$ cat config.mk
export PLATFORM = sky130hd
export DESIGN_NAME = gpio_debounce_data_regs
export DESIGN_NICKNAME = d
export VERILOG_FILES = /design/src/core/gpio_debounce_data_regs.v
export VERILOG_INCLUDE_DIRS = /design/src /design/src/core
export SDC_FILE = /design/constraint.sdc
export NUM_CORES = 1
export LEC_CHECK = 0
export BUFFER_PORTS_ARGS = -buffer_cell sky130_fd_sc_hd__buf_2
export CAP_MARGIN = 10
export CORE_ASPECT_RATIO = 1.4
export CORE_MARGIN = 1.5
export CORE_UTILIZATION = 62
export CTS_BUF_LIST = sky130_fd_sc_hd__clkbuf_8
export CTS_CLUSTER_DIAMETER = 50
export DETAILED_ROUTE_END_ITERATION = 8
export PLACE_DENSITY = 0.82
export SETUP_SLACK_MARGIN = 0.2
export SKIP_LAST_GASP = 1
export SLEW_MARGIN = 15
export SYNTH_ARGS = -nofsm -noshare
export SYNTH_HDL_FRONTEND = slang
export SYNTH_SLANG_ARGS = --single-unit
$ cat constraint.sdc
create_clock -name aclk -period 3.1 [get_ports aclk]
set_input_delay 0.62 -clock aclk [delete_from_list [all_inputs] [get_ports aclk]]
set_output_delay 0.62 -clock aclk [all_outputs]
set_load 0.01 [all_outputs]
$ cat src/core/gpio_debounce_data_regs_defs.vh
// Address map, field layout, reset values and timing of the pin block.
`ifndef GPIO_DEBOUNCE_DATA_REGS_DEFS_VH
`define GPIO_DEBOUNCE_DATA_REGS_DEFS_VH

// Byte addresses of the register words (low 12 address bits).
`define ADDR_DIRECTION_LO 12'h62C
`define ADDR_DIRECTION_HI 12'h630
`define ADDR_FILTER_ENABLE 12'h638
`define ADDR_LEVEL_LO 12'h63C
`define ADDR_LEVEL_HI 12'h640
`define ADDR_DRIVE_LO 12'h644
`define ADDR_DRIVE_HI 12'h648

// Used bit masks, writable except the level words; every other bit is reserved and reads zero.
`define MASK_DIRECTION 32'h24924924
`define MASK_FILTER_ENABLE 32'h000FFFFF
`define MASK_LEVEL_LO 32'h00000FFF
`define MASK_LEVEL_HI 32'h000000FF
`define MASK_DRIVE_LO 32'h00000FFF
`define MASK_DRIVE_HI 32'h000000FF

// Reset values of the stored registers.
`define RESET_DIRECTION 32'h00000000
`define RESET_FILTER_ENABLE 32'h00000000
`define RESET_DRIVE 32'h00000000

// Pin grouping and direction field layout.
`define PIN_COUNT 20
`define LOW_GROUP_PINS 12
`define DIR_PINS_PER_WORD 10
`define DIR_FIRST_BIT 2
`define DIR_STRIDE 3

// Bus responses.
`define RESP_OKAY 2'h0
`define RESP_SLVERR 2'h2

// Debounce time and core clock period, both in nanoseconds.
`define DEBOUNCE_TIME_NS 1300000
`define CLK_PERIOD_NS 25
// Quotient of the two times above, kept at the counter's own width so the
// parameter default takes it without losing bits.
`define DEBOUNCE_CYCLES 16'hCB20
`define DEBOUNCE_COUNT_WIDTH 16

`endif

$ cat src/core/gpio_debounce_data_regs.v
// Twenty-pin general-purpose block with debounce and an AXI4-Lite slave.
//
// Local design decision: register access over AXI4-Lite.
`timescale 1ns/1ps
`include "gpio_debounce_data_regs_defs.vh"

module gpio_debounce_data_regs #(
	// Debounce length in core clocks; shorten for simulation.
	parameter [15:0] DEBOUNCE_CYCLES = `DEBOUNCE_CYCLES
)
(
	input wire aclk,
	input wire aresetn,
	input wire port_zero_select,
	input wire [11:0] s_axi_awaddr,
	input wire [2:0] s_axi_awprot,
	input wire s_axi_awvalid,
	output wire s_axi_awready,
	input wire [31:0] s_axi_wdata,
	input wire [3:0] s_axi_wstrb,
	input wire s_axi_wvalid,
	output wire s_axi_wready,
	output reg [1:0] s_axi_bresp,
	output reg s_axi_bvalid,
	input wire s_axi_bready,
	input wire [11:0] s_axi_araddr,
	input wire [2:0] s_axi_arprot,
	input wire s_axi_arvalid,
	output wire s_axi_arready,
	output reg [31:0] s_axi_rdata,
	output reg [1:0] s_axi_rresp,
	output reg s_axi_rvalid,
	input wire s_axi_rready,
	input wire [19:0] pin_in,
	output wire [19:0] pin_out,
	output wire [19:0] pin_oe
);

	// Stored direction words; only the direction bit positions are kept.
	reg [31:0] direction_lo;
	reg [31:0] direction_hi;
	// Per-pin debounce enables.
	reg [31:0] input_filter_enable;
	// Output values for the low and the high pin group.
	reg [31:0] drive_value_low_group;
	reg [31:0] drive_value_high_group;

	// Held write address and data while the partner channel is pending.
	reg aw_held;
	reg [11:0] aw_addr;
	reg w_held;
	reg [31:0] w_data;
	reg [3:0] w_strb;

	// One bit per pin: set means the pin is an output.
	wire [19:0] pin_is_output;
	// Level of each pin after synchronising and optional filtering.
	wire [19:0] pin_level;
	// Level word seen by software, zero for output pins.
	wire [19:0] pin_level_seen;

	// Readback words built from pin state.
	wire [31:0] pin_level_low_group;
	wire [31:0] pin_level_high_group;

	// Combinational read decode results.
	reg [31:0] read_word;
	reg read_hit;

	// True when an address names one of this block's words.
	function is_mapped;
		input [11:0] addr;
		begin
			case (addr)
				`ADDR_DIRECTION_LO, `ADDR_DIRECTION_HI,
				`ADDR_FILTER_ENABLE, `ADDR_LEVEL_LO,
				`ADDR_LEVEL_HI, `ADDR_DRIVE_LO,
				`ADDR_DRIVE_HI:
					is_mapped = 1'b1;
				default:
					is_mapped = 1'b0;
			endcase
		end
	endfunction

	// Merges write data into an old word under the byte strobes and mask.
	function [31:0] merge_bytes;
		input [31:0] old_word;
		input [31:0] new_word;
		input [3:0] strb;
		input [31:0] mask;
		integer b;
		reg [31:0] lane;
		begin
			lane = 32'h00000000;
			for (b = 0; b < 4; b = b + 1)
				lane[b*8 +: 8] = {8{strb[b]}};
			merge_bytes = ((new_word & lane) | (old_word & ~lane)) & mask;
		end
	endfunction

	// Handshakes may be combinational: ready while nothing is pending.
	assign s_axi_awready = ~aw_held & ~s_axi_bvalid;
	assign s_axi_wready = ~w_held & ~s_axi_bvalid;
	assign s_axi_arready = ~s_axi_rvalid;

	// Per-pin logic: direction pick, synchroniser, debounce and drive.
	genvar i;
	generate
		for (i = 0; i < `PIN_COUNT; i = i + 1)
		begin : g_pin
			reg sync_first;
			reg sync_second;
			reg filtered;
			reg [`DEBOUNCE_COUNT_WIDTH-1:0] stable_count;
			wire filter_active;

			if (i < `DIR_PINS_PER_WORD)
			begin : g_lo
				assign pin_is_output[i] =
					direction_lo[`DIR_FIRST_BIT + `DIR_STRIDE*i];
			end
			else
			begin : g_hi
				assign pin_is_output[i] = direction_hi[`DIR_FIRST_BIT +
					`DIR_STRIDE*(i - `DIR_PINS_PER_WORD)];
			end

			assign filter_active = input_filter_enable[i] &
				~pin_is_output[i];

			always @(posedge aclk)
			begin
				if (!aresetn)
				begin
					sync_first <= 1'b0;
					sync_second <= 1'b0;
				end
				else
				begin
					sync_first <= pin_in[i];
					sync_second <= sync_first;
				end
			end

			// The count restarts whenever the input matches the filtered level again, so a
			// bouncing pin never reaches the end of the count.
			always @(posedge aclk)
			begin
				if (!aresetn)
				begin
					filtered <= 1'b0;
					stable_count <= 16'h0000;
				end
				else if (!filter_active)
				begin
					// Tracking while idle avoids a glitch on enable.
					filtered <= sync_second;
					stable_count <= 16'h0000;
				end
				else if (sync_second == filtered)
				begin
					stable_count <= 16'h0000;
				end
				else if (stable_count >= DEBOUNCE_CYCLES - 16'h0001)
				begin
					filtered <= sync_second;
					stable_count <= 16'h0000;
				end
				else
				begin
					stable_count <= stable_count + 16'h0001;
				end
			end

			assign pin_level[i] = filter_active ? filtered : sync_second;

			assign pin_level_seen[i] = pin_level[i] & ~pin_is_output[i];

			assign pin_oe[i] = pin_is_output[i];

			if (i < `LOW_GROUP_PINS)
			begin : g_drive_lo
				assign pin_out[i] = drive_value_low_group[i];
			end
			else
			begin : g_drive_hi
				assign pin_out[i] =
					drive_value_high_group[i - `LOW_GROUP_PINS];
			end
		end
	endgenerate

	assign pin_level_low_group = {20'h00000,
		pin_level_seen[`LOW_GROUP_PINS-1:0]};
	assign pin_level_high_group = {24'h000000,
		pin_level_seen[`PIN_COUNT-1:`LOW_GROUP_PINS]};

	// Read decode; unmapped addresses read zero.
	always @*
	begin
		read_hit = is_mapped(s_axi_araddr) & port_zero_select;
		case (s_axi_araddr)
			`ADDR_DIRECTION_LO:
				read_word = direction_lo;
			`ADDR_DIRECTION_HI:
				read_word = direction_hi;
			`ADDR_FILTER_ENABLE:
				read_word = input_filter_enable;
			`ADDR_LEVEL_LO:
				read_word = pin_level_low_group;
			`ADDR_LEVEL_HI:
				read_word = pin_level_high_group;
			`ADDR_DRIVE_LO:
				read_word = drive_value_low_group;
			`ADDR_DRIVE_HI:
				read_word = drive_value_high_group;
			default:
				read_word = 32'h00000000;
		endcase
		if (!read_hit)
			read_word = 32'h00000000;
	end

	// Read channel: one read at a time, data captured at the address edge.
	always @(posedge aclk)
	begin
		if (!aresetn)
		begin
			s_axi_rvalid <= 1'b0;
			s_axi_rdata <= 32'h00000000;
			s_axi_rresp <= `RESP_OKAY;
		end
		else if (s_axi_arvalid && !s_axi_rvalid)
		begin
			s_axi_rvalid <= 1'b1;
			s_axi_rdata <= read_word;
			s_axi_rresp <= read_hit ? `RESP_OKAY : `RESP_SLVERR;
		end
		else if (s_axi_rready)
		begin
			// The data stays put until the master takes it.
			s_axi_rvalid <= 1'b0;
		end
	end

	// Write address and data are caught separately, in either order.
	always @(posedge aclk)
	begin
		if (!aresetn)
		begin
			aw_held <= 1'b0;
			aw_addr <= 12'h000;
			w_held <= 1'b0;
			w_data <= 32'h00000000;
			w_strb <= 4'h0;
		end
		else if (aw_held && w_held)
		begin
			// Both halves are in; the write happens this edge.
			aw_held <= 1'b0;
			w_held <= 1'b0;
		end
		else
		begin
			if (s_axi_awvalid && s_axi_awready)
			begin
				aw_held <= 1'b1;
				aw_addr <= s_axi_awaddr;
			end
			if (s_axi_wvalid && s_axi_wready)
			begin
				w_held <= 1'b1;
				w_data <= s_axi_wdata;
				w_strb <= s_axi_wstrb;
			end
		end
	end

	// Register update and write response.
	always @(posedge aclk)
	begin
		if (!aresetn)
		begin
			direction_lo <= `RESET_DIRECTION;
			direction_hi <= `RESET_DIRECTION;
			input_filter_enable <= `RESET_FILTER_ENABLE;
			drive_value_low_group <= `RESET_DRIVE;
			drive_value_high_group <= `RESET_DRIVE;
			s_axi_bvalid <= 1'b0;
			s_axi_bresp <= `RESP_OKAY;
		end
		else if (aw_held && w_held)
		begin
			s_axi_bvalid <= 1'b1;
			s_axi_bresp <= (is_mapped(aw_addr) && port_zero_select) ?
				`RESP_OKAY : `RESP_SLVERR;
			if (port_zero_select)
			begin
				case (aw_addr)
					`ADDR_DIRECTION_LO:
						direction_lo <= merge_bytes(direction_lo,
							w_data, w_strb, `MASK_DIRECTION);
					`ADDR_DIRECTION_HI:
						direction_hi <= merge_bytes(direction_hi,
							w_data, w_strb, `MASK_DIRECTION);
					`ADDR_FILTER_ENABLE:
						input_filter_enable <= merge_bytes(
							input_filter_enable, w_data, w_strb,
							`MASK_FILTER_ENABLE);
					`ADDR_DRIVE_LO:
						drive_value_low_group <= merge_bytes(
							drive_value_low_group, w_data, w_strb,
							`MASK_DRIVE_LO);
					`ADDR_DRIVE_HI:
						drive_value_high_group <= merge_bytes(
							drive_value_high_group, w_data, w_strb,
							`MASK_DRIVE_HI);
					default:
						// Level words and holes keep their state.
						drive_value_low_group <= drive_value_low_group;
				endcase
			end
		end
		else if (s_axi_bready)
		begin
			s_axi_bvalid <= 1'b0;
		end
	end

endmodule // gpio_debounce_data_regs

# After elaboration in Yosys (flattened, before gate mapping)

Index checks and enable logic that the tools add are counted.
W data, S select, Z words.

Add/sub/neg operators: 20
$lt $le $gt $ge: 20
Equal/unequal tests: 74
Mux-type cells: 92
Bitwise logic cells: 101
Reduce and logical (&&, ||, !) cells: 58

Operators by type and width:

| kind                    | number |
|---|---|
| $add A16 B1 Y16 const B | 20 |
| $ge A16 B16 Y1 const B  | 20 |
| $pmux W30 S7            | 1 |
| $eq A12 B11 Y1 const B  | 14 |
| $and A30 B30 Y30        | 3 |
| $mux W1                 | 88 |
| $reduce_or A4 Y1        | 20 |
| $or A30 B30 Y30         | 2 |
| $not A1 Y1              | 46 |
| $reduce_and A2 Y1       | 22 |
| $and A1 B1 Y1           | 43 |
| $ne A2 B1 Y1 const B    | 20 |
| $ne A2 B2 Y1 const B    | 20 |
| $mux W32                | 1 |
| $not A30 Y30            | 1 |
| $and A20 B20 Y20        | 1 |
| $eq A1 B1 Y1            | 20 |
| $or A20 B20 Y20         | 1 |
| $reduce_and A3 Y1       | 5 |
| $reduce_or A7 Y1        | 2 |
| $and A12 B12 Y12        | 1 |
| $or A12 B12 Y12         | 1 |
| $and A8 B8 Y8           | 1 |
| $or A8 B8 Y8            | 1 |
| 5 further kinds         | 11 |

Bits in registers: 526
Input bits: 94
Output and inout port bits: 81
Word-level logic and storage cells: 460

# Logic depth before layout (Yosys ltp)

Depth after elaboration: 7
Gate-level depth with buffers: 8
Depth with buffers taken out: 6

# Worst setup path after synthesis

OpenSTA, ideal clock, no wires.

Path kind: input -> register
Start: in s_axi_araddr[7]
End: reg s_axi_rdata[6]
Setup time: 91 ps
Arrival time: 2183 ps
Required time: 3009 ps
Setup slack: 826 ps
Stages on the path: 8
Buffers on the path: 3
Cells stage by stage: or4b_1 -> clkbuf_1 -> nor2_1 -> o2111a_1 -> buf_2 -> buf_2 -> a21oi_1 -> a311oi_1

Longest elaborated chain between the ends: 5
Elaborated cells on any way between the ends: 12
Classes of those cells: 7 x eq/ne; 3 x mux; 1 x bitwise; 1 x reduce/logical

Ends and longest elaborated chain:

| element                | RTL line                                                    | source |
|---|---|---|
| start: declaration     | gpio_debounce_data_regs.v:26                                | `input wire [11:0] s_axi_araddr,` |
| $eq A12 B11 Y1         | gpio_debounce_data_regs.v:74, gpio_debounce_data_regs.v:203 |  |
| $reduce_or A7 Y1       | gpio_debounce_data_regs.v:74                                | `case (addr)` |
| $mux W1                | gpio_debounce_data_regs.v:74                                |  |
| $and A1 B1 Y1          | gpio_debounce_data_regs.v:202                               | `read_hit = is_mapped(s_axi_araddr) & port_zero_select;` |
| $mux W32 (*)           | gpio_debounce_data_regs.v:221                               | `if (!read_hit)` |
| end signal: assignment | gpio_debounce_data_regs.v:237                               | `s_axi_rdata <= read_word;` |
| end: declaration       | gpio_debounce_data_regs.v:30                                | `output reg [31:0] s_axi_rdata,` |

Mark *: on every way between the ends. The rest lies on a longest branch, timed or not.
A chain may end at the register's enable or synchronous reset.

==> impl.org <==
** Die
- IO Count :: around 180
- The core region is 34000 um^2.
- The die is roughly 220 um tall.
- The floorplan has 80 rows.
- Total Die Area :: 35700 um^2
- Chip width :: around 160 um
- Starting Density :: 0.629

** CTS
- Clock tree from TritonCTS :: built
- Hold repair after CTS inserted 0 buffers.
- Clock latency on the worst-skew pair, taken at its later pin, is about 0.62 ns.
- Total CTS buffers :: 76
- Once the clock tree was built, the setup fixing pass inserted 0 buffers.
- Worst-case clock buffer depth :: 3
- Reg clk slew, reported paths :: ~0.070 ns
- The tree built by TritonCTS fans out to 510 sinks.
- In this run the number of H-tree levels came out at 3.
- The root buffer cell chosen for the clock tree is clkbuf_8.
- Cts repair resizes :: 0

** STA
- The worst path in the final design needs a cycle of between 2 and 3 ns, including I/O delays and setup.
- Final sum of negative setup slack :: 0 ns
- Of the available clock period, the critical path in the final layout requires 0.855.
- Setup repair after global routing left no endpoint under its margin.
- Worst Hold Margin :: about 0.2 ns
- Worst relative slew slack :: 0.469
- The final count of hold timing violations was 0.
- Once routing completed, OpenROAD measured the worst setup slack at about 0.45 ns.
- Worst clock skew :: around 0.025 ns
- Actual transition at the worst max-transition pin :: roughly 0.78 ns
- Derived from the worst setup path, the maximum achievable clock frequency is about 0.38 GHz.
- The number of pins with negative max-slew slack in the final report is 0.
- Number of setup violations in the final report :: 0

** Yosys
- After technology mapping, the gate count stands at 2423.
- Share of synthesized area occupied by flip-flops and latches :: 0.477
- Post-Synthesis Mean Instance Area :: between 8 and 9 um^2
- In this run, synthesis inferred 0 flip-flops with an integrated enable.
- Summing every instance area after synthesis gives 21400 um^2.
- Cells taking the most area after synthesis :: dfxtp_1 (48%), nor2_1 (7.4%), xor2_1 (5.9%)
- Most frequent cell after synthesis :: dfxtp_1
- The share of synthesized area in the top cell type comes to 0.477.
- Number of distinct standard cells referenced by the synthesized netlist :: 62
- During synthesis, Yosys emitted a total of 0 warnings.
- After synthesis, the share of flip-flops with an asynchronous set or reset is 0.
- Number of flip-flops and latches in the synthesized netlist :: between 500 and 600
- Top flip-flop cell by instance count after synthesis :: dfxtp_1
- Commonest cells post-synth :: dfxtp_1 (510), nor2_1 (424), nand2_1 (274), nand3_1 (155), xor2_1 (144)
- The largest total area in the synthesized netlist belongs to dfxtp_1.

** Worst setup path
- Arrival time at the worst endpoint :: around 3.1 ns
- In this run the worst path has a maximum fanout of 16.
- Cell depth of the worst flop-to-flop path :: 5
- Data on the critical path is required at its endpoint by between 3 and 4 ns.
- WS Path Type :: flop to flop
- Type of element capturing the critical path :: flop
- Worst-case register-to-register setup slack :: 0.45 ns
- Reg-to-Reg Start :: aw_addr[0]
- Critical path origin :: aw_addr[0]
- The worst setup path is launched from a flop.

** Routing
- Detailed routing inserted a total of about 18000 vias.
- Dividing the detail-routed via count by the number of cells gives around 5.6.
- For this block, the initial DRC count from the detailed router was 1038.
- The detail route stage leaves a number of antenna-violating nets equal to 0.
- Final Routed Wirelength :: 51.1 mm
- In the routed design, unresolved DRC markers number 0.
- Avg WL per Cell :: 16.4 um
- First-pass iteration count of the detailed router :: 6

** GRT
- The via count of the first global-routing pass came to about 17000.
- Number of antenna violations at the first check in global routing :: 7
- Maximum number of pins on one net before global-route repair :: 70
- GR Overflow Total :: 0
- The first global-routing pass estimated 82.7 mm of wire.
- In the global route stage, overall resource usage came out at 0.285.

** Outcome
- The run finished with clean final reports.

** Cells and area
- Layout Cell Area excl Fill :: around 24000 um^2
- In the final design database the tool counted about 2700 nets.
- Synthesis-to-layout area growth :: 12.9%
- Post-route non-filler standard cell count :: 3110
- Share of the core filled with cells :: 0.710
- In the final layout, the share of cells above drive strength 1 is 0.113.

** Flow run
- Max-cap violations in this run came to 0.

** Power
- Across the VDD grid, the largest voltage drop is 0.426 mV.
- In this run the power density over the cells is 523 nW/um^2.
- Power comes to about 13 mW.
- Summed over all cells, the static leakage comes to about 8.5 nW.

** Placement
- In this run, placement finished with an instance count of 2974.
- Final GP Congestion :: between 0.9 and 1
- Summed over all nets, the half-perimeter wirelength after detailed placement is approximately 37 mm.
- Port Buf Inserts :: 150
- Worst setup timing slack at the placement stage :: approximately 0.35 ns
- Placement Cell Area :: roughly 23000 um^2

** Hold path
- Worst hold path type :: input pin to flop
-- routing by layer --
layer | global-route usage | vias to the layer above | wire, um
met3 | 0.0569 | 160 | 3010
met2 | 0.490 | 496 | 24500
met1 | 0.320 | 8323 | 20300
met4 | 0.188 | 2 | 3290
li1 | - | 8560 | -
met5 | 0 | - | 11
-- power breakdown --
part           total (mW)  internal (mW)  switching (mW)
Clock                5.62           3.12            2.50
Combinational       0.339          0.137           0.202
Sequential           6.69           6.63          0.0596
Total                12.6           9.89            2.76
-- cell type report --
type | instances | area [um^2]
multi-input cells | 1783 | 10700
flip-flops and latches | 510 | 10200
fillers | 2624 | 9860
clock buffers | 100 | 1380
repair buffers | 170 | 920
well taps | 451 | 564
inverters | 60 | 225
clock inverters | 29 | 208
diodes | 7 | 17.5
-- kinds of logic (layout without fill, tap and decap cells) --
group / after synthesis / count (layout) / share of synthesized area
compound gates: 207 / 207 / 0.0703
xor+xnor: 284 / 284 / 0.116
fa+ha+maj: 20 / 20 / 0.0117
buf+inv: 139 / 359 / 0.0269
flops: 510 / 510 / 0.477
mux: 80 / 80 / 0.0377
other cells: 1 / 17 / 0.000175
simple gates: 1182 / 1182 / 0.260
-- worst max-delay path, cell delays in order, from the launching register on --
cell	delay, ns
dfxtp_1	0.31
or4_1	0.58
nor4_1	0.61
nand3_1	0.63
nand3_1	0.28
o21ai_0	0.11
-- worst min-delay path by stage --
stage | depth (start not counted) | from | slack [ns] | endpoint
after floorplan | 1 | g_pin[0].sync_first | 0.41 | g_pin[0].sync_second
after global placement | 1 | g_pin[19].sync_first | 0.41 | g_pin[19].sync_second
after detailed placement | 1 | g_pin[10].sync_first | 0.42 | g_pin[10].sync_second
after CTS | 2 | pin_in[6] | 0.16 | g_pin[6].sync_first
after global routing | 2 | pin_in[6] | 0.19 | g_pin[6].sync_first
final | 2 | pin_in[6] | 0.20 | g_pin[6].sync_first
-- cell usage in the layout (no fill, tap or decap), types with 43 or more instances in the layout --
| master | netlist | routed |
|---|---|---|
| a21boi_0 | 43 | 43 |
| and3_1 | 51 | 51 |
| mux2i_1 | 75 | 75 |
| inv_1 | 60 | 76 |
| xnor2_1 | 140 | 140 |
| nand3_1 | 155 | 155 |
| nand4_1 | 44 | 44 |
| dfxtp_1 | 510 | 510 |
| xor2_1 | 144 | 144 |
| and2_1 | 44 | 44 |
| nor2_1 | 424 | 424 |
| nor2b_1 | 58 | 58 |
| buf_2 | 7 | 149 |
| clkbuf_8 | 0 | 100 |
| nand2_1 | 274 | 274 |
(Power assumes the default switching activity.)
